==> config.mk <==
export PLATFORM = sky130hd
export DESIGN_NAME = pieb_bank
export DESIGN_NICKNAME = d
export VERILOG_FILES = /design/src/core/pieb_pkg.sv /design/src/core/pieb_flag_reg.sv /design/src/core/pieb_enable_reg.sv /design/src/core/pieb_bank.sv
export VERILOG_INCLUDE_DIRS = /design/src /design/src/core
export SDC_FILE = /design/constraint.sdc
export NUM_CORES = 1
export LEC_CHECK = 0
export BUFFER_PORTS_ARGS = -buffer_cell sky130_fd_sc_hd__buf_2
export CAP_MARGIN = 5
export CORE_MARGIN = 3
export CORE_UTILIZATION = 40
export CTS_CLUSTER_DIAMETER = 100
export DETAILED_ROUTE_END_ITERATION = 12
export PLACE_DENSITY = 0.66
export SYNTH_ARGS = -nofsm -noshare
export SYNTH_HDL_FRONTEND = slang
export SYNTH_SLANG_ARGS = --single-unit
==> constraint.sdc <==
create_clock -name pclk -period 2.3 [get_ports pclk]
set_input_delay 0.46 -clock pclk [delete_from_list [all_inputs] [get_ports pclk]]
set_output_delay 0.46 -clock pclk [all_outputs]
set_load 0.05 [all_outputs]
==> src/core/pieb_regs.svh <==
// Register offsets, field positions and reset values of the peripheral interrupt enable bank.
// Assumes a 32-bit APB bus with byte addresses; each register takes one aligned word.
`ifndef PIEB_REGS_SVH
`define PIEB_REGS_SVH

`define PIEB_ADDR_W 8
`define PIEB_OFF_EN_A 8'h00
`define PIEB_OFF_EN_B 8'h04
`define PIEB_OFF_EN_C 8'h08
`define PIEB_OFF_FLAGS_A 8'h0c
`define PIEB_OFF_FLAGS_B 8'h10
`define PIEB_OFF_FLAGS_C 8'h14
`define PIEB_OFF_CORE_CTRL 8'h18
`define PIEB_OFF_STATUS 8'h1c

`define PIEB_MASK_EN_A 8'hff
`define PIEB_MASK_EN_B 8'hfd
`define PIEB_MASK_EN_C 8'h7a
`define PIEB_RST_EN 8'h00
`define PIEB_RST_FLAGS 8'h00
`define PIEB_RST_CTRL 2'h0

`define PIEB_BIT_GLOBAL_EN 1
`define PIEB_BIT_GROUP_EN 0
`define PIEB_BIT_REQ 0

// Source positions inside the enable and flag registers
`define PIEB_POS_TIMER1_GATE 7
`define PIEB_POS_ADC 6
`define PIEB_POS_SERIAL_RX 5
`define PIEB_POS_SERIAL_TX 4
`define PIEB_POS_SYNC_SERIAL 3
`define PIEB_POS_CAPCOMP1 2
`define PIEB_POS_TIMER2_MATCH 1
`define PIEB_POS_TIMER1_OVERFLOW 0
`define PIEB_POS_OSC_FAIL 7
`define PIEB_POS_COMPARATOR2 6
`define PIEB_POS_COMPARATOR1 5
`define PIEB_POS_EEPROM_DONE 4
`define PIEB_POS_BUS_COLLISION 3
`define PIEB_POS_LCD_MODULE 2
`define PIEB_POS_CAPCOMP2 0
`define PIEB_POS_CAPCOMP5 6
`define PIEB_POS_CAPCOMP4 5
`define PIEB_POS_CAPCOMP3 4
`define PIEB_POS_TIMER6_MATCH 3
`define PIEB_POS_TIMER4_MATCH 1

`endif

==> src/core/pieb_pkg.sv <==
// Types shared by the peripheral interrupt enable bank.
// Assumes nothing beyond a SystemVerilog compiler.
package pieb_pkg;

	typedef logic [7:0] pieb_byte_t;

	typedef enum logic [1:0] {
		pieb_idle,
		pieb_access
	} pieb_phase_t;

	typedef enum logic [1:0] {
		pieb_bank_a,
		pieb_bank_b,
		pieb_bank_c
	} pieb_bank_t;

endpackage : pieb_pkg

==> src/core/pieb_flag_reg.sv <==
// One 8-bit sticky flag register with write-one-to-clear.
// Assumes event inputs are synchronous pulses or levels on pclk.
`timescale 1ns/100ps
`include "pieb_regs.svh"
module pieb_flag_reg #(
	parameter logic [7:0] MASK = 8'hff
) (
	// Clock and reset
	input wire logic pclk,
	input wire logic presetn,
	// Events and clear
	input wire logic [7:0] event_in,
	input wire logic [7:0] clear_in,
	// State
	output logic [7:0] flags
);

	logic [7:0] next_flags;

	// Set wins over clear; unimplemented positions stay zero
	always_comb begin
		next_flags = ((flags & ~clear_in) | event_in) & MASK;
	end

	always_ff @(posedge pclk or negedge presetn) begin
		if (!presetn) begin
			flags <= `PIEB_RST_FLAGS;
		end else begin
			flags <= next_flags;
		end
	end

endmodule : pieb_flag_reg

==> src/core/pieb_enable_reg.sv <==
// One 8-bit software enable register with masked implemented positions.
// Assumes write strobe and data come from the APB slave of the bank.
`timescale 1ns/100ps
`include "pieb_regs.svh"
module pieb_enable_reg #(
	parameter logic [7:0] MASK = 8'hff
) (
	// Clock and reset
	input wire logic pclk,
	input wire logic presetn,
	// Write port
	input wire logic wr_en,
	input wire logic [7:0] wr_data,
	// State
	output logic [7:0] enables
);

	logic [7:0] next_enables;

	always_comb begin
		next_enables = enables;
		if (wr_en) begin
			next_enables = wr_data & MASK;
		end
	end

	always_ff @(posedge pclk or negedge presetn) begin
		if (!presetn) begin
			enables <= `PIEB_RST_EN;
		end else begin
			enables <= next_enables;
		end
	end

endmodule : pieb_enable_reg

==> src/core/pieb_bank.sv <==
// Peripheral interrupt enable bank: three enable registers, three flag registers, core control, APB slave.
// Assumes a synchronous APB master on pclk and peripheral events synchronous to pclk.
//
// What this block does
// - No peripheral request without group enable set
// - Enable A bits 7-4: gate, adc, rx, tx
// - Enable A bits 3-0: sync serial, cc1, t2, t1
// - Enable B bits 7-4: osc, cmp2, cmp1, eeprom
// - Enable B bits 3,2,0: collision, lcd, cc2
// - Enable C bits 6-4: cc5, cc4, cc3
// - Enable C bit 3 timer6, bit 1 timer4
// - Unimplemented enable bits always read zero
// - Enable bits read/write, clear on any reset
// - Flags set regardless of any enable bit
// - Global enable off blocks cpu_irq, not periph_irq_req
// - Group enable off blocks peripheral sources
`timescale 1ns/100ps
`include "pieb_regs.svh"
module pieb_bank (
	// APB clock and reset
	input wire logic pclk,
	input wire logic presetn,
	// APB slave
	input wire logic psel,
	input wire logic penable,
	input wire logic pwrite,
	input wire logic [31:0] paddr,
	input wire logic [31:0] pwdata,
	input wire logic [3:0] pstrb,
	output logic [31:0] prdata,
	output logic pready,
	output logic pslverr,
	// Peripheral event inputs
	input wire logic timer1_gate_evt,
	input wire logic adc_evt,
	input wire logic serial_rx_evt,
	input wire logic serial_tx_evt,
	input wire logic sync_serial_evt,
	input wire logic capcomp1_evt,
	input wire logic timer2_match_evt,
	input wire logic timer1_overflow_evt,
	input wire logic osc_fail_evt,
	input wire logic comparator2_evt,
	input wire logic comparator1_evt,
	input wire logic eeprom_write_done_evt,
	input wire logic bus_collision_evt,
	input wire logic lcd_module_evt,
	input wire logic capcomp2_evt,
	input wire logic capcomp5_evt,
	input wire logic capcomp4_evt,
	input wire logic capcomp3_evt,
	input wire logic timer6_match_evt,
	input wire logic timer4_match_evt,
	// Interrupt request toward the core
	output logic periph_irq_req,
	output logic cpu_irq
);

	// Address decode used by both read and write paths
	function automatic logic addr_hit(input logic [31:0] addr, input logic [`PIEB_ADDR_W-1:0] off);
		addr_hit = (addr[31:`PIEB_ADDR_W] == '0) && (addr[`PIEB_ADDR_W-1:0] == off);
	endfunction : addr_hit

	function automatic logic addr_known(input logic [31:0] addr);
		addr_known = addr_hit(addr, `PIEB_OFF_EN_A) || addr_hit(addr, `PIEB_OFF_EN_B) ||
			addr_hit(addr, `PIEB_OFF_EN_C) || addr_hit(addr, `PIEB_OFF_FLAGS_A) ||
			addr_hit(addr, `PIEB_OFF_FLAGS_B) || addr_hit(addr, `PIEB_OFF_FLAGS_C) ||
			addr_hit(addr, `PIEB_OFF_CORE_CTRL) || addr_hit(addr, `PIEB_OFF_STATUS);
	endfunction : addr_known

	logic wr_access;
	logic rd_access;
	logic wr_lane0;
	logic [7:0] wbyte;
	logic [7:0] periph_irq_enable_a;
	logic [7:0] periph_irq_enable_b;
	logic [7:0] periph_irq_enable_c;
	logic [7:0] periph_irq_flags_a;
	logic [7:0] periph_irq_flags_b;
	logic [7:0] periph_irq_flags_c;
	logic [7:0] evt_a;
	logic [7:0] evt_b;
	logic [7:0] evt_c;
	logic [7:0] clr_a;
	logic [7:0] clr_b;
	logic [7:0] clr_c;
	logic periph_group_enable;
	logic global_irq_enable;
	logic next_periph_group_enable;
	logic next_global_irq_enable;
	logic [31:0] next_prdata;
	logic next_pslverr;
	logic any_pending;
	logic next_periph_irq_req;
	logic next_cpu_irq;
	pieb_pkg::pieb_phase_t phase;
	pieb_pkg::pieb_phase_t next_phase;
	// Enable bit of each source
	logic timer1_gate_irq_en;
	logic adc_irq_en;
	logic serial_rx_irq_en;
	logic serial_tx_irq_en;
	logic sync_serial_irq_en;
	logic capcomp1_irq_en;
	logic timer2_match_irq_en;
	logic timer1_overflow_irq_en;
	logic osc_fail_irq_en;
	logic comparator2_irq_en;
	logic comparator1_irq_en;
	logic eeprom_write_done_irq_en;
	logic bus_collision_irq_en;
	logic lcd_module_irq_en;
	logic capcomp2_irq_en;
	logic capcomp5_irq_en;
	logic capcomp4_irq_en;
	logic capcomp3_irq_en;
	logic timer6_match_irq_en;
	logic timer4_match_irq_en;

	// Zero wait state slave; answer in the access cycle
	assign pready = 1'b1;
	assign wr_access = psel && penable && pwrite && (phase == pieb_pkg::pieb_access);
	assign rd_access = psel && !penable && !pwrite;
	assign wr_lane0 = wr_access && pstrb[0];
	assign wbyte = pwdata[7:0];

	// Event vectors in register bit order; unimplemented positions stay zero
	always_comb begin
		evt_a = 8'h00;
		evt_b = 8'h00;
		evt_c = 8'h00;
		evt_a[`PIEB_POS_TIMER1_GATE] = timer1_gate_evt;
		evt_a[`PIEB_POS_ADC] = adc_evt;
		evt_a[`PIEB_POS_SERIAL_RX] = serial_rx_evt;
		evt_a[`PIEB_POS_SERIAL_TX] = serial_tx_evt;
		evt_a[`PIEB_POS_SYNC_SERIAL] = sync_serial_evt;
		evt_a[`PIEB_POS_CAPCOMP1] = capcomp1_evt;
		evt_a[`PIEB_POS_TIMER2_MATCH] = timer2_match_evt;
		evt_a[`PIEB_POS_TIMER1_OVERFLOW] = timer1_overflow_evt;
		evt_b[`PIEB_POS_OSC_FAIL] = osc_fail_evt;
		evt_b[`PIEB_POS_COMPARATOR2] = comparator2_evt;
		evt_b[`PIEB_POS_COMPARATOR1] = comparator1_evt;
		evt_b[`PIEB_POS_EEPROM_DONE] = eeprom_write_done_evt;
		evt_b[`PIEB_POS_BUS_COLLISION] = bus_collision_evt;
		evt_b[`PIEB_POS_LCD_MODULE] = lcd_module_evt;
		evt_b[`PIEB_POS_CAPCOMP2] = capcomp2_evt;
		evt_c[`PIEB_POS_CAPCOMP5] = capcomp5_evt;
		evt_c[`PIEB_POS_CAPCOMP4] = capcomp4_evt;
		evt_c[`PIEB_POS_CAPCOMP3] = capcomp3_evt;
		evt_c[`PIEB_POS_TIMER6_MATCH] = timer6_match_evt;
		evt_c[`PIEB_POS_TIMER4_MATCH] = timer4_match_evt;
	end

	// Write one to clear the flag bits
	assign clr_a = (wr_lane0 && addr_hit(paddr, `PIEB_OFF_FLAGS_A)) ? wbyte : 8'h00;
	assign clr_b = (wr_lane0 && addr_hit(paddr, `PIEB_OFF_FLAGS_B)) ? wbyte : 8'h00;
	assign clr_c = (wr_lane0 && addr_hit(paddr, `PIEB_OFF_FLAGS_C)) ? wbyte : 8'h00;

	pieb_enable_reg #(.MASK(`PIEB_MASK_EN_A)) u_en_a (
		.pclk(pclk),
		.presetn(presetn),
		.wr_en(wr_lane0 && addr_hit(paddr, `PIEB_OFF_EN_A)),
		.wr_data(wbyte),
		.enables(periph_irq_enable_a)
	);

	pieb_enable_reg #(.MASK(`PIEB_MASK_EN_B)) u_en_b (
		.pclk(pclk),
		.presetn(presetn),
		.wr_en(wr_lane0 && addr_hit(paddr, `PIEB_OFF_EN_B)),
		.wr_data(wbyte),
		.enables(periph_irq_enable_b)
	);

	pieb_enable_reg #(.MASK(`PIEB_MASK_EN_C)) u_en_c (
		.pclk(pclk),
		.presetn(presetn),
		.wr_en(wr_lane0 && addr_hit(paddr, `PIEB_OFF_EN_C)),
		.wr_data(wbyte),
		.enables(periph_irq_enable_c)
	);

	pieb_flag_reg #(.MASK(`PIEB_MASK_EN_A)) u_flags_a (
		.pclk(pclk),
		.presetn(presetn),
		.event_in(evt_a),
		.clear_in(clr_a),
		.flags(periph_irq_flags_a)
	);

	pieb_flag_reg #(.MASK(`PIEB_MASK_EN_B)) u_flags_b (
		.pclk(pclk),
		.presetn(presetn),
		.event_in(evt_b),
		.clear_in(clr_b),
		.flags(periph_irq_flags_b)
	);

	pieb_flag_reg #(.MASK(`PIEB_MASK_EN_C)) u_flags_c (
		.pclk(pclk),
		.presetn(presetn),
		.event_in(evt_c),
		.clear_in(clr_c),
		.flags(periph_irq_flags_c)
	);

	// Enable bit of each source, picked out of its register
	assign timer1_gate_irq_en = periph_irq_enable_a[`PIEB_POS_TIMER1_GATE];
	assign adc_irq_en = periph_irq_enable_a[`PIEB_POS_ADC];
	assign serial_rx_irq_en = periph_irq_enable_a[`PIEB_POS_SERIAL_RX];
	assign serial_tx_irq_en = periph_irq_enable_a[`PIEB_POS_SERIAL_TX];
	assign sync_serial_irq_en = periph_irq_enable_a[`PIEB_POS_SYNC_SERIAL];
	assign capcomp1_irq_en = periph_irq_enable_a[`PIEB_POS_CAPCOMP1];
	assign timer2_match_irq_en = periph_irq_enable_a[`PIEB_POS_TIMER2_MATCH];
	assign timer1_overflow_irq_en = periph_irq_enable_a[`PIEB_POS_TIMER1_OVERFLOW];
	assign osc_fail_irq_en = periph_irq_enable_b[`PIEB_POS_OSC_FAIL];
	assign comparator2_irq_en = periph_irq_enable_b[`PIEB_POS_COMPARATOR2];
	assign comparator1_irq_en = periph_irq_enable_b[`PIEB_POS_COMPARATOR1];
	assign eeprom_write_done_irq_en = periph_irq_enable_b[`PIEB_POS_EEPROM_DONE];
	assign bus_collision_irq_en = periph_irq_enable_b[`PIEB_POS_BUS_COLLISION];
	assign lcd_module_irq_en = periph_irq_enable_b[`PIEB_POS_LCD_MODULE];
	assign capcomp2_irq_en = periph_irq_enable_b[`PIEB_POS_CAPCOMP2];
	assign capcomp5_irq_en = periph_irq_enable_c[`PIEB_POS_CAPCOMP5];
	assign capcomp4_irq_en = periph_irq_enable_c[`PIEB_POS_CAPCOMP4];
	assign capcomp3_irq_en = periph_irq_enable_c[`PIEB_POS_CAPCOMP3];
	assign timer6_match_irq_en = periph_irq_enable_c[`PIEB_POS_TIMER6_MATCH];
	assign timer4_match_irq_en = periph_irq_enable_c[`PIEB_POS_TIMER4_MATCH];

	// Core control: group and global enables
	always_comb begin
		next_periph_group_enable = periph_group_enable;
		next_global_irq_enable = global_irq_enable;
		if (wr_lane0 && addr_hit(paddr, `PIEB_OFF_CORE_CTRL)) begin
			next_periph_group_enable = wbyte[`PIEB_BIT_GROUP_EN];
			next_global_irq_enable = wbyte[`PIEB_BIT_GLOBAL_EN];
		end
	end

	always_ff @(posedge pclk or negedge presetn) begin
		if (!presetn) begin
			{global_irq_enable, periph_group_enable} <= `PIEB_RST_CTRL;
		end else begin
			periph_group_enable <= next_periph_group_enable;
			global_irq_enable <= next_global_irq_enable;
		end
	end

	// Request generation
	always_comb begin
		any_pending = (periph_irq_flags_a[`PIEB_POS_TIMER1_GATE] && timer1_gate_irq_en) ||
			(periph_irq_flags_a[`PIEB_POS_ADC] && adc_irq_en) ||
			(periph_irq_flags_a[`PIEB_POS_SERIAL_RX] && serial_rx_irq_en) ||
			(periph_irq_flags_a[`PIEB_POS_SERIAL_TX] && serial_tx_irq_en) ||
			(periph_irq_flags_a[`PIEB_POS_SYNC_SERIAL] && sync_serial_irq_en) ||
			(periph_irq_flags_a[`PIEB_POS_CAPCOMP1] && capcomp1_irq_en) ||
			(periph_irq_flags_a[`PIEB_POS_TIMER2_MATCH] && timer2_match_irq_en) ||
			(periph_irq_flags_a[`PIEB_POS_TIMER1_OVERFLOW] && timer1_overflow_irq_en) ||
			(periph_irq_flags_b[`PIEB_POS_OSC_FAIL] && osc_fail_irq_en) ||
			(periph_irq_flags_b[`PIEB_POS_COMPARATOR2] && comparator2_irq_en) ||
			(periph_irq_flags_b[`PIEB_POS_COMPARATOR1] && comparator1_irq_en) ||
			(periph_irq_flags_b[`PIEB_POS_EEPROM_DONE] && eeprom_write_done_irq_en) ||
			(periph_irq_flags_b[`PIEB_POS_BUS_COLLISION] && bus_collision_irq_en) ||
			(periph_irq_flags_b[`PIEB_POS_LCD_MODULE] && lcd_module_irq_en) ||
			(periph_irq_flags_b[`PIEB_POS_CAPCOMP2] && capcomp2_irq_en) ||
			(periph_irq_flags_c[`PIEB_POS_CAPCOMP5] && capcomp5_irq_en) ||
			(periph_irq_flags_c[`PIEB_POS_CAPCOMP4] && capcomp4_irq_en) ||
			(periph_irq_flags_c[`PIEB_POS_CAPCOMP3] && capcomp3_irq_en) ||
			(periph_irq_flags_c[`PIEB_POS_TIMER6_MATCH] && timer6_match_irq_en) ||
			(periph_irq_flags_c[`PIEB_POS_TIMER4_MATCH] && timer4_match_irq_en);
		next_periph_irq_req = any_pending && periph_group_enable;
		next_cpu_irq = next_periph_irq_req && global_irq_enable;
	end

	// Read data captured in setup cycle, valid during access
	always_comb begin
		next_prdata = prdata;
		next_pslverr = 1'b0;
		next_phase = pieb_pkg::pieb_idle;
		if (psel && !penable) begin
			next_phase = pieb_pkg::pieb_access;
			next_pslverr = !addr_known(paddr);
			next_prdata = 32'h0000_0000;
		end
		if (rd_access) begin
			case (paddr[`PIEB_ADDR_W-1:0])
				`PIEB_OFF_EN_A: next_prdata = {24'h00_0000, periph_irq_enable_a};
				`PIEB_OFF_EN_B: next_prdata = {24'h00_0000, periph_irq_enable_b};
				`PIEB_OFF_EN_C: next_prdata = {24'h00_0000, periph_irq_enable_c};
				`PIEB_OFF_FLAGS_A: next_prdata = {24'h00_0000, periph_irq_flags_a};
				`PIEB_OFF_FLAGS_B: next_prdata = {24'h00_0000, periph_irq_flags_b};
				`PIEB_OFF_FLAGS_C: next_prdata = {24'h00_0000, periph_irq_flags_c};
				`PIEB_OFF_CORE_CTRL: next_prdata = {30'h0000_0000, global_irq_enable, periph_group_enable};
				`PIEB_OFF_STATUS: next_prdata = {31'h0000_0000, periph_irq_req};
				default: next_prdata = 32'h0000_0000;
			endcase
			if (paddr[31:`PIEB_ADDR_W] != '0) begin
				next_prdata = 32'h0000_0000;
			end
		end
	end

	always_ff @(posedge pclk or negedge presetn) begin
		if (!presetn) begin
			prdata <= 32'h0000_0000;
			pslverr <= 1'b0;
			phase <= pieb_pkg::pieb_idle;
			periph_irq_req <= 1'b0;
			cpu_irq <= 1'b0;
		end else begin
			prdata <= next_prdata;
			pslverr <= next_pslverr;
			phase <= next_phase;
			periph_irq_req <= next_periph_irq_req;
			cpu_irq <= next_cpu_irq;
		end
	end

endmodule : pieb_bank

* After elaboration in Yosys (flattened, before gate mapping)
Cells that the tools add are included.
** Storage, ports and cells
- ROM bits :: 0
- Memory bits (writable) :: 0
- Logic and storage cells :: 115
- Bits in registers :: 79
- Latch bits :: 0
- Output and inout port bits :: 36
- Memories kept :: 0
- Input bits :: 93
** Operators by class
- Muxes and demuxes :: 9
- Div/mod/pow operators :: 0
- Shift operators :: 0
- Bitwise logic cells :: 9
- Multipliers :: 0
- Reductions and logical operators :: 76
- $add $sub $neg :: 0
- Equal/unequal tests :: 8
- Order comparisons :: 0
** Operators with widths (count)
- $mux 32 :: 3
- $pmux 8 s8 :: 1
- $logic_and 1x1->1 :: 43
- $eq 8x5->1 const B :: 4
- $logic_or 1x1->1 :: 26
- $logic_not 24->1 :: 1
- $reduce_bool 24->1 :: 1
- $and 8x8->8 :: 2
- $eq 8x4->1 const B :: 2
- $mux 8 :: 2
- $not 8->8 :: 2
- $or 8x8->8 :: 2
- $eq 8x3->1 const B :: 1
- $logic_not 8->1 :: 1
- $and 7x7->7 :: 1
- $mux 7 :: 1
- $not 7->7 :: 1
- $or 7x7->7 :: 1
- $logic_not 1->1 :: 3
- $eq 2x1->1 const B :: 1
- $mux 1 :: 2
- $reduce_bool 2->1 :: 1

* Logic depth before layout (Yosys ltp)
Gate-level depths: netlist of run 1.
- Depth after elaboration :: 22
- Mapped depth :: 6
- Mapped depth without buffers :: 4

* Cells and area by module
Synthesis of run 1 repeated with hierarchy kept, for this count alone.
** Second synthesis, totals
- Cells, all modules :: 310
- Area, all modules :: 3275.6 µm²
** Modules (own cells, without submodules)
- pieb_bank :: seq. area each 350.3 µm², cells each 196, times used 1, area an instance 1670.4 µm²
- pieb_enable_reg (u_en_a) :: seq. area each 200.2 µm², cells each 17, times used 1, area an instance 331.6 µm²
- pieb_enable_reg (u_en_b) :: seq. area each 175.2 µm², cells each 17, times used 1, area an instance 302.8 µm²
- pieb_flag_reg (u_flags_a) :: seq. area each 200.2 µm², cells each 24, times used 1, area an instance 290.3 µm²
- pieb_flag_reg (u_flags_b) :: seq. area each 175.2 µm², cells each 23, times used 1, area an instance 265.3 µm²
- pieb_enable_reg (u_en_c) :: seq. area each 125.1 µm², cells each 14, times used 1, area an instance 207.7 µm²
- pieb_flag_reg (u_flags_c) :: seq. area each 125.1 µm², cells each 19, times used 1, area an instance 207.7 µm²

* Worst setup path after synthesis of run 1
OpenSTA, ideal clock, no wires.
- Path kind :: input to register
- Start point :: input port paddr[1]
- End point :: register u_en_c.enables[1]
- Arrival :: 2.125 ns
- Path slack :: 0.050 ns
- Stages on the path :: 5
- Cell sequence :: or3_4 -> or3_4 -> or4_4 -> buf_6 -> mux2_4
** Between the ends
- Longest elaborated chain between the ends :: 3
** RTL lines
- start: declaration :: line pieb_bank.sv:27 : input wire logic [31:0] paddr,
- $eq 8x4->1 :: line pieb_bank.sv:61 : addr_hit = (addr[31:`PIEB_ADDR_W] == '0) && (addr[`PIEB_ADDR_W-1:0] == off);
- $logic_and 1x1->1 :: line pieb_bank.sv:61
- $logic_and 1x1->1 :: line pieb_bank.sv:178 : .wr_en(wr_lane0 && addr_hit(paddr, `PIEB_OFF_EN_C)),
- end signal: assignment :: line pieb_enable_reg.sv:29 : enables <= `PIEB_RST_EN;
- end signal: assignment :: line pieb_enable_reg.sv:31 : enables <= next_enables;
- end: declaration :: line pieb_enable_reg.sv:15 : output logic [7:0] enables
No other way between the ends.
A chain may end at the register's enable or synchronous reset.

* Worst setup path in the final report of run 1
- Start point :: input port paddr[1]
- End point :: register u_en_c.enables[4]
The elaborated chain is that of the path after synthesis.

==> qor.csv, run 1 <==
metric,value,unit
outcome,"complete, no violations",
design area,3630,um2
most used routing layer,met2,
vias,2432,
Initial DRT Pass Iterations,4,
CP endpoint kind,flop,
Crit path required time,2.51,ns
CTS H-tree lvls,2,
grt met1 use,24.1,%
Design Power,2.00,mW
drt wl/cell,16.3,um
Post-synth EDFFs,0,
insertion delay to the later sink of the worst-skew pair,0.32,ns
slew margin rel.,60.9,%
most frequent CP cell,or3_4,
skew final,0.00746,ns
number of port buffers,76,
crit path launch type,primary input,
Synth Register Bits,54,
CTS Buf Count,5,
synth unique cells,45,
"Seq/Total Area, Yosys",45.2,%
largest net degree at the start of global routing,55,
Worst EP arrival,2.21,ns
CTS Sinks,54,
crit path from,paddr[1],
antenna cells,0,
Final Hold Fails,0,
CP max stage delay,0.58,ns
All-Layer GR Usage,18.2,%
sequential share of power,47.5,%
core area,7020,um2
combinational power share,13.2,%
Reg2Reg Setup Slack,0.46,ns
Area Growth Syn to Fin,21.5,%
initial drt markers,162,
Initial Utilization,42.6,%
total wire length,7530,um
Sw Share,25.4,%
TritonCTS clock tree,done,
"Setup violations, final",0,
Async SR Flop Fraction,100,%
HP Class,primary input to asynchronous set/reset pin,
Crit Path Max Fanout,5,
Post-CTS Setup Inserts,0,
share of cells above drive strength 1,39.1,%
maximum clock frequency,499,MHz
Clock transition at path regs,0.09,ns
Post-CTS Hold Fix Bufs,0,
"Min Clock Period, post-route",2.00,ns
RSZ-0062 raised after global routing,false,
"Period Utilization, post-route",87.1,%
clock power share,39.3,%
first-pass GRT wire length,12300,um
die height,92.4,um
critical path type,primary input to flop,
initial antenna violation count,0,
Peak supply drop,331,uV
mapped cell area,2990,um2
Rows,30,
clock tree buffer depth,2,
routability congestion estimate from global placement,0.856,
origin of the critical flop-to-flop path,phase[0]$_DFF_PN0_,
Critical Path Slowest Stage Cell,or4_4,
internal power,1.49,mW
Overflow after GRT,0,
vias in the first global route,2462,
Sw Pwr,0.509,mW
Routed Antenna Nets,0,
Worst-Margin Slew,0.587,ns
Mapped Avg Cell Area,10.8,um2
Nets,458,
CTS Root Cell,clkbuf_8,
die area,8540,um2
vias per cell,5.26,
max cap viols,0,
worst-path cell chain,buf_2 -> or3_4 -> or3_4 -> or4_4 -> mux2_4,
Chip Width,92.4,um
met3 usage,4.31,%
met2 usage,28.9,%
DRC,0,
Synth Instances,277,
DP Wirelength,5710,um
Cell Pwr Density,552,nW/um2
WHS,0.117,ns
Post-synth top flop,dfrtp_1,
Final Max Slew Viols,0,
leak pwr,1.76,nW
YS warnings,0,
Boundary Pins,129,
post-cts sizing count,0,
"Cell Area, Placed",3490,um2
## synthesized netlist by cell type (all sizes together) (3+ instances only)
| library cell | number | area [um2] |
|---|---|---|
| mux4 | 4 | 90.1 |
| clkbuf | 8 | 30.0 |
| a22oi | 6 | 45.0 |
| inv | 5 | 18.8 |
| mux2i | 7 | 70.1 |
| dfrtp | 54 | 1350 |
| a2bb2oi | 6 | 52.6 |
| or3 | 3 | 28.8 |
| nor2 | 19 | 71.3 |
| nand4 | 3 | 31.3 |
| nor4 | 10 | 90.1 |
| nand2b | 14 | 87.6 |
| nand2 | 30 | 113 |
| a21oi | 8 | 40.0 |
| mux2 | 24 | 289 |
| o21ai | 9 | 45.0 |
| buf | 29 | 211 |
| o41ai | 11 | 96.3 |
## sequential cells by signal, indices dropped and copies added, names as in the netlist, 5 cells and up
signal and count:
u_flags_c.flags 5, prdata 8, u_flags_b.flags 7, u_en_b.enables 7, u_en_c.enables 5, u_en_a.enables 8, u_flags_a.flags 8
## logic make-up after synthesis
logic type,share of synthesized area [%]
muxes,15.0
DFF,45.2
and+or+nand+nor,17.5
AOI/OAI and AO/OA,13.3
other,0.251
buffers and inverters,8.71
## worst max-delay path: cells and delay by family
kind / cells / cell delay [ns]
buffers and inverters: 1 / 0.10
multiplexers: 1 / 0.33
AND/OR/NAND/NOR: 3 / 1.32
## metal layers
layer / vias to the layer above / share of wire (%)
met1: 1189 / 44
met5: - / 0
met4: 0 / 1.7
li1: 1140 / -
met2: 93 / 47
met3: 10 / 7.3
## path summary, 6_finish.rpt
| kind | to | cells past startpoint |
|---|---|---|
| hold / removal | u_flags_a.flags[4]$_DFF_PN0_ | 2 |
| max in group asynchronous | u_flags_b.flags[0]$_DFF_PN0_ | 2 |
| hold reg to reg | prdata[4]$_DFFE_PN0P_ | 2 |
| min in group pclk | u_flags_b.flags[6]$_DFF_PN0_ | 2 |
| setup / recovery | u_en_c.enables[4]$_DFFE_PN0P_ | 5 |
| setup reg to reg | u_en_b.enables[0]$_DFFE_PN0P_ | 6 |
## stage by stage
stage / utilization, % / instances / TNS, ns / worst slack, ns
after CTS: 51.7 / 462 / 0 / 0.302
after floorplan: - / 300 / 0 / 0.0503
after detailed placement: 49.7 / 454 / -0.346 / -0.0283
after global placement: 49.7 / 454 / -0.221 / -0.0155
after global routing: 51.7 / 462 / 0 / 0.221
final: 51.7 / 462 / 0 / 0.297
## area by class of cell
| class | instances | area, um2 |
|---|---|---|
| clock buffers | 6 | 82.6 |
| clock inverters | 2 | 60.1 |
| fillers | 638 | 3390 |
| inverters | 5 | 18.8 |
| multi-input cells | 204 | 1460 |
| flip-flops and latches | 54 | 1350 |
| well taps | 96 | 120 |
| repair buffers | 95 | 536 |
## layout by cell type, fill, tap and decap left out, types with 2 or more instances in the layout
cell type / Yosys / routed
a21oi_1: 8 / 8
a221o_1: 2 / 2
a221oi_1: 2 / 2
a22o_1: 2 / 2
a22oi_1: 6 / 6
a2bb2oi_1: 6 / 6
a32o_1: 2 / 2
buf_2: 1 / 76
buf_4: 25 / 18
bufinv_16: 0 / 2
clkbuf_8: 0 / 6
conb_1: 2 / 25
dfrtp_1: 54 / 54
inv_1: 5 / 5
mux2_2: 19 / 19
mux2_4: 5 / 5
mux2i_1: 7 / 7
mux4_2: 4 / 4
nand2_1: 30 / 30
nand2b_1: 14 / 14
nand3_1: 2 / 2
nand4_2: 2 / 2
nor2_1: 19 / 19
nor3_1: 2 / 2
nor4_1: 7 / 7
nor4_2: 2 / 2
o21ai_0: 9 / 9
o41ai_1: 11 / 11
or2_2: 2 / 2
or3_4: 2 / 2
## power by group through the flow
stage	logic [mW]	registers [mW]	clock network, mW
2_1_floorplan	0.184	0.973	0
3_3_place_gp	0.263	0.969	0
3_5_place_dp	0.265	0.970	0
4_1_cts	0.266	0.951	0.800
5_1_grt	0.288	0.951	0.827
6_report	0.265	0.951	0.788
Note: power is estimated with default switching activity, not from simulation.
==> run 2: changes to the inputs <==
Settings changed: PLACE_DENSITY 0.66 to 0.69.
==> qor.csv, run 2 (synthesis results as in run 1) <==
metric,value,unit,change
largest net degree at the start of global routing,55,,unchanged
Worst-Margin Slew,0.673,ns,+0.0861 ns
Crit Path Max Fanout,6,,+1
max cap viols,0,,unchanged
DP Wirelength,5830,um,+2.1%
All-Layer GR Usage,18.3,%,+0.041 points
antenna cells,0,,unchanged
Worst EP arrival,2.29,ns,+0.08 ns
CP endpoint kind,flop,,
routability congestion estimate from global placement,0.908,,+6.1%
leading registers by flop count,"prdata: 8 flops, u_en_a.enables: 8 flops, u_flags_a.flags: 8 flops",,
Peak supply drop,255,uV,-23%
skew final,0.00424,ns,-0.00322 ns
die area,8540,um2,unchanged
core area,7020,um2,unchanged
post-cts sizing count,0,,unchanged
met2 usage,29.2,%,+0.24 points
"most common cell after layout, fill and taps aside",buf_2,,
"Setup violations, final",0,,unchanged
final setup margin,0.233,ns,-0.0642 ns
Clock transition at path regs,0.09,ns,about the same
TritonCTS clock tree,done,,
total wire length,7620,um,+1.1%
"commonest non-fill, non-tap cells in the layout","buf_2 (76), dfrtp_1 (54), nand2_1 (30), conb_1 (25), buf_4 (24)",,
clock tree buffer depth,2,,unchanged
die height,92.4,um,unchanged
share of cells above drive strength 1,39.7,%,+0.66 points
Area Growth Syn to Fin,20.2,%,
DRC,0,,unchanged
Design Power,1.72,mW,-14%
total negative slack,0,ns,unchanged
Final Hold Fails,0,,unchanged
critical path type,primary input to flop,,
most used routing layer,met2,,
CP max stage delay,0.70,ns,+0.12 ns
Boundary Pins,129,,unchanged
Overflow after GRT,0,,unchanged
outcome,"complete, no violations",,
drt wl/cell,16.3,um,+0.21%
HP Class,primary input to asynchronous set/reset pin,,
initial drt markers,185,,+14%
origin of the critical flop-to-flop path,phase[0]$_DFF_PN0_,,
Chip Width,92.4,um,unchanged
RR Endpoint,global_irq_enable$_DFFE_PN0P_,,
CTS Sinks,54,,unchanged
CTS H-tree lvls,2,,unchanged
Cell Pwr Density,479,nW/um2,-13%
WHS,0.271,ns,+0.154 ns
leak pwr,1.75,nW,-0.56%
Final Max Slew Viols,0,,unchanged
Initial Utilization,42.6,%,unchanged
Crit path required time,2.52,ns,about the same
vias per cell,5.25,,-0.33%
insertion delay to the later sink of the worst-skew pair,0.31,ns,about the same
cell family with most CP delay,simple AND/OR/NAND/NOR gates,,
worst-path cell chain,buf_2 -> or3_4 -> buf_4 -> or2_2 -> or4b_2 -> o21ai_0,,
number of port buffers,76,,unchanged
Critical Path Slowest Stage Cell,or4b_2,,
grt met1 use,25.1,%,+1.0 points
initial antenna violation count,0,,unchanged
Post-CTS Setup Inserts,0,,unchanged
Rows,30,,unchanged
met3 usage,4.22,%,-0.081 points
Routed Antenna Nets,0,,unchanged
design area,3590,um2,-1.1%
slew margin rel.,55.2,%,-5.7 points
Nets,463,,+1.1%
CTS Root Cell,clkbuf_8,,
"Period Utilization, post-route",89.9,%,+2.8 points
Initial DRT Pass Iterations,4,,unchanged
first-pass GRT wire length,12200,um,-0.62%
crit path launch type,primary input,,
maximum clock frequency,484,MHz,-3.1%
"Cell Area, Placed",3510,um2,+0.72%
vias in the first global route,2357,,-4.3%
vias,2445,,+0.53%
cell count of the worst reg-to-reg path,5,,-1
Post-Place Setup Slack,-0.0815,ns,-0.0532 ns
"Min Clock Period, post-route",2.07,ns,+0.0642 ns
"Buf+Inv Stages, Crit Path",2,,+1
Reg2Reg Setup Slack,0.47,ns,about the same
CTS Buf Count,5,,unchanged
RSZ-0062 raised after global routing,false,,
Post-CTS Hold Fix Bufs,0,,unchanged
## run 2: cell types whose count changed in the layout (fill, tap and decap cells not counted)
cell / before / now
buf_12: 1 / 0
buf_4: 18 / 24
clkinv_2: 0 / 2
bufinv_16: 2 / 0
clkbuf_8: 6 / 5
## run 2: routing by layer
metal,wire length (um),share of wire (%)
met3,630,8.3
met4,64,0.84
met2,3520,46
met5,0,0
met1,3400,45
## run 2: where the power goes
part	switching, mW	internal (mW)
Sequential	0.000421	0.950
Clock	0.298	0.205
Combinational	0.186	0.0795
Total	0.484	1.23
## run 2: cell type report
cell class | instances | area (um2)
clock inverter | 2 | 10.0
timing repair buffer | 100 | 561
inverter | 5 | 18.8
multi-input combinational | 204 | 1460
sequential | 54 | 1350
fill | 679 | 3430
clock buffer | 5 | 68.8
tap | 96 | 120
## run 2: worst max path at each step
stage / depth (start not counted) / startpoint / slack [ns] / endpoint
floorplan: 5 / paddr[1] / 0.05 / u_en_c.enables[1]$_DFFE_PN0P_
global placement: 7 / paddr[13] / -0.05 / u_en_a.enables[2]$_DFFE_PN0P_
detailed placement: 6 / paddr[1] / -0.08 / prdata[1]$_DFFE_PN0P_
CTS: 6 / paddr[1] / 0.24 / prdata[1]$_DFFE_PN0P_
global route: 7 / paddr[26] / 0.09 / u_en_a.enables[1]$_DFFE_PN0P_
finish: 6 / paddr[1] / 0.23 / prdata[1]$_DFFE_PN0P_
## run 2: per-stage QoR
step / std cells / util (%)
final: 466 / 51.2
after CTS: 466 / 51.2
after global routing: 466 / 51.2
after floorplan: 300 / -
after global placement: 459 / 50.1
after detailed placement: 459 / 50.1
==> run 3: changes to the inputs <==
Settings changed: ABC_AREA set to 1, PLACE_DENSITY 0.69 to 0.68.
==> qor.csv, run 3 <==
metric,value,unit,change
critical path type,primary input to flop,,
crit path launch type,primary input,,
"Min Clock Period, post-route",1.59,ns,-0.481 ns
"Period Utilization, post-route",68.9,%,-21 points
Overflow after GRT,0,,unchanged
"commonest non-fill, non-tap cells in the layout","nand2_1 (149), buf_2 (76), nor2_1 (73), dfrtp_1 (54), inv_1 (35)",,
Boundary Pins,129,,unchanged
Async SR Flop Fraction,100,%,unchanged
CTS Root Cell,clkbuf_8,,
post-cts sizing count,0,,unchanged
initial drt markers,199,,+7.6%
Crit Path Max Fanout,22,,+16
DP Wirelength,6190,um,+6.2%
TritonCTS clock tree,done,,
Peak supply drop,276,uV,+8.1%
CTS Sinks,54,,unchanged
Post-CTS Hold Fix Bufs,0,,unchanged
die height,97.2,um,+5.1%
"top cells by count, synth","nand2_1 (149), nor2_1 (73), dfrtp_1 (54)",,
Post-synth top flop,dfrtp_1,,
first-pass GRT wire length,14000,um,+15%
DRC,0,,unchanged
Nets,621,,+34%
drt wl/cell,13.4,um,-18%
skew final,0.00648,ns,+0.00225 ns
largest net degree at the start of global routing,55,,unchanged
leading registers by flop count,"prdata: 8 flops, u_en_a.enables: 8 flops, u_flags_a.flags: 8 flops",,
max cap viols,0,,unchanged
fill count,839,,+24%
CTS H-tree lvls,2,,unchanged
Post-synth EDFFs,0,,unchanged
"Cell Area, Placed",3680,um2,+4.7%
Post-CTS Setup Inserts,0,,unchanged
Chip Width,97.2,um,+5.1%
die area,9440,um2,+11%
YS warnings,0,,unchanged
Cell Pwr Density,466,nW/um2,-2.7%
Area Growth Syn to Fin,13.3,%,
Routed Antenna Nets,0,,unchanged
synth top area cells,"dfrtp_1 (41%), nand2_1 (17%), nor2_1 (8.2%)",,
dpl cells,623,,+36%
mapped cell area,3330,um2,+11%
Worst EP arrival,1.84,ns,-0.45 ns
Rows,32,,+6.7%
antenna cells,0,,unchanged
"Seq/Total Area, Yosys",40.6,%,-4.6 points
Clock transition at path regs,0.10,ns,about the same
core area,7890,um2,+12%
"Setup violations, final",0,,unchanged
outcome,"complete, no violations",,
Synth Register Bits,54,,unchanged
share of cells above drive strength 1,23.4,%,-16 points
vias,3071,,+26%
Final Hold Fails,0,,unchanged
CP endpoint kind,flop,,
synth unique cells,29,,-36%
Synth Instances,453,,+64%
number of port buffers,76,,unchanged
maximum clock frequency,631,MHz,+30%
HP Class,primary input to asynchronous set/reset pin,,
routability congestion estimate from global placement,0.852,,-6.1%
RSZ-0062 raised after global routing,false,,
leading area contributor after synthesis,dfrtp_1,,
Synth top area share,40.6,%,-4.6 points
Final Max Slew Viols,0,,unchanged
insertion delay to the later sink of the worst-skew pair,0.31,ns,about the same
Mapped Avg Cell Area,7.34,um2,-32%
total wire length,8480,um,+11%
Crit path required time,2.56,ns,+0.04 ns
initial antenna violation count,0,,unchanged
fin cells,631,,+35%
top-count cell post-synth,nand2_1,,
All-Layer GR Usage,18.0,%,-0.25 points
Initial DRT Pass Iterations,5,,+1
"most common cell after layout, fill and taps aside",nand2_1,,
vias per cell,4.87,,-7.2%
Initial Utilization,42.2,%,-0.40 points
Worst-Margin Slew,0.707,ns,+0.0347 ns
design area,3770,um2,+4.9%
total negative slack,0,ns,unchanged
vias in the first global route,2925,,+24%
clock tree buffer depth,2,,unchanged
leak pwr,2.08,nW,+18%
CTS Buf Count,5,,unchanged
slew margin rel.,52.8,%,-2.3 points
run 3: cell types whose count changed in the layout (fill, tap and decap cells not counted), sizes merged, moves of 10 or more:
cell / before / now
nand2b: 14 / 0
buf: 100 / 80
mux2: 24 / 0
nand2: 30 / 157
nor3: 2 / 13
inv: 5 / 40
o41ai: 11 / 0
nor2: 19 / 91
nand3: 2 / 28
nor4: 10 / 0
nand4: 3 / 24
run 3: power by group:
group | leakage, nW | internal [mW] | switching (mW) | total, mW
combinational | 1.38 | 0.0566 | 0.181 | 0.238
clock | 0.0482 | 0.244 | 0.322 | 0.566
sequential | 0.648 | 0.950 | 0.000585 | 0.951
run 3: logic make-up (layout without fill, tap and decap cells):
logic type	count (synthesis)	after routing	share of synthesized area, %
buffers and inverters	76	129	12.9
AOI/OAI and AO/OA	4	4	0.602
other	2	25	0.226
and+or+nand+nor	317	317	45.6
DFF	54	54	40.6
run 3: final timing paths:
path	start	end	slack [ns]	depth (start not counted)
worst max-delay path	paddr[13]	periph_group_enable$_DFFE_PN0P_	0.71	10
worst min register to register	prdata[4]$_DFFE_PN0P_	prdata[4]$_DFFE_PN0P_	0.49	2
max in group asynchronous	presetn	u_flags_c.flags[4]$_DFF_PN0_	1.56	2
worst min-delay path	presetn	u_flags_b.flags[4]$_DFF_PN0_	0.27	2
worst max register to register	phase[0]$_DFF_PN0_	u_en_b.enables[6]$_DFFE_PN0P_	0.73	6
min in group pclk	capcomp2_evt	u_flags_b.flags[0]$_DFF_PN0_	0.32	3
run 3: stage by stage:
stage | hold slack, ns | total power [mW] | setup slack (ns) | util, %
finish | 0.269 | 1.75 | 0.714 | 47.8
global route | 0.322 | 1.81 | 0.548 | 47.8
CTS | 0.299 | 1.76 | 0.725 | 47.8
detailed placement | 0.465 | 1.21 | 0.402 | 46.6
global placement | 0.461 | 1.20 | 0.457 | 46.6
floorplan | 0.164 | 1.15 | 0.866 | -
run 3: critical path, cell delays in order:
cell	delay [ns]
buf_2	0.10
nor2_1	0.11
nand2_1	0.08
nor2_2	0.14
nand2_1	0.12
nor2_4	0.44
nand2_1	0.09
nor2_1	0.15
nand2_1	0.07
nand2_1	0.07
run 3: layout make-up:
class	count	area [um2]	area share, %
multi-input combinational	346	1630	43.3
sequential	54	1350	35.9
timing repair buffer	80	410	10.9
inverter	41	158	4.18
tap	102	128	3.39
clock buffer	7	86.3	2.29
clock inverter	1	5.00	0.133
run 3: metal layers:
metal	part of all wire [%]	vias to the layer above	GRT usage, %
li1	-	1516	-
met1	44	1434	24.5
met2	48	108	29.4
met3	6.4	13	3.37
met4	1.7	0	5.08
met5	0	-	0
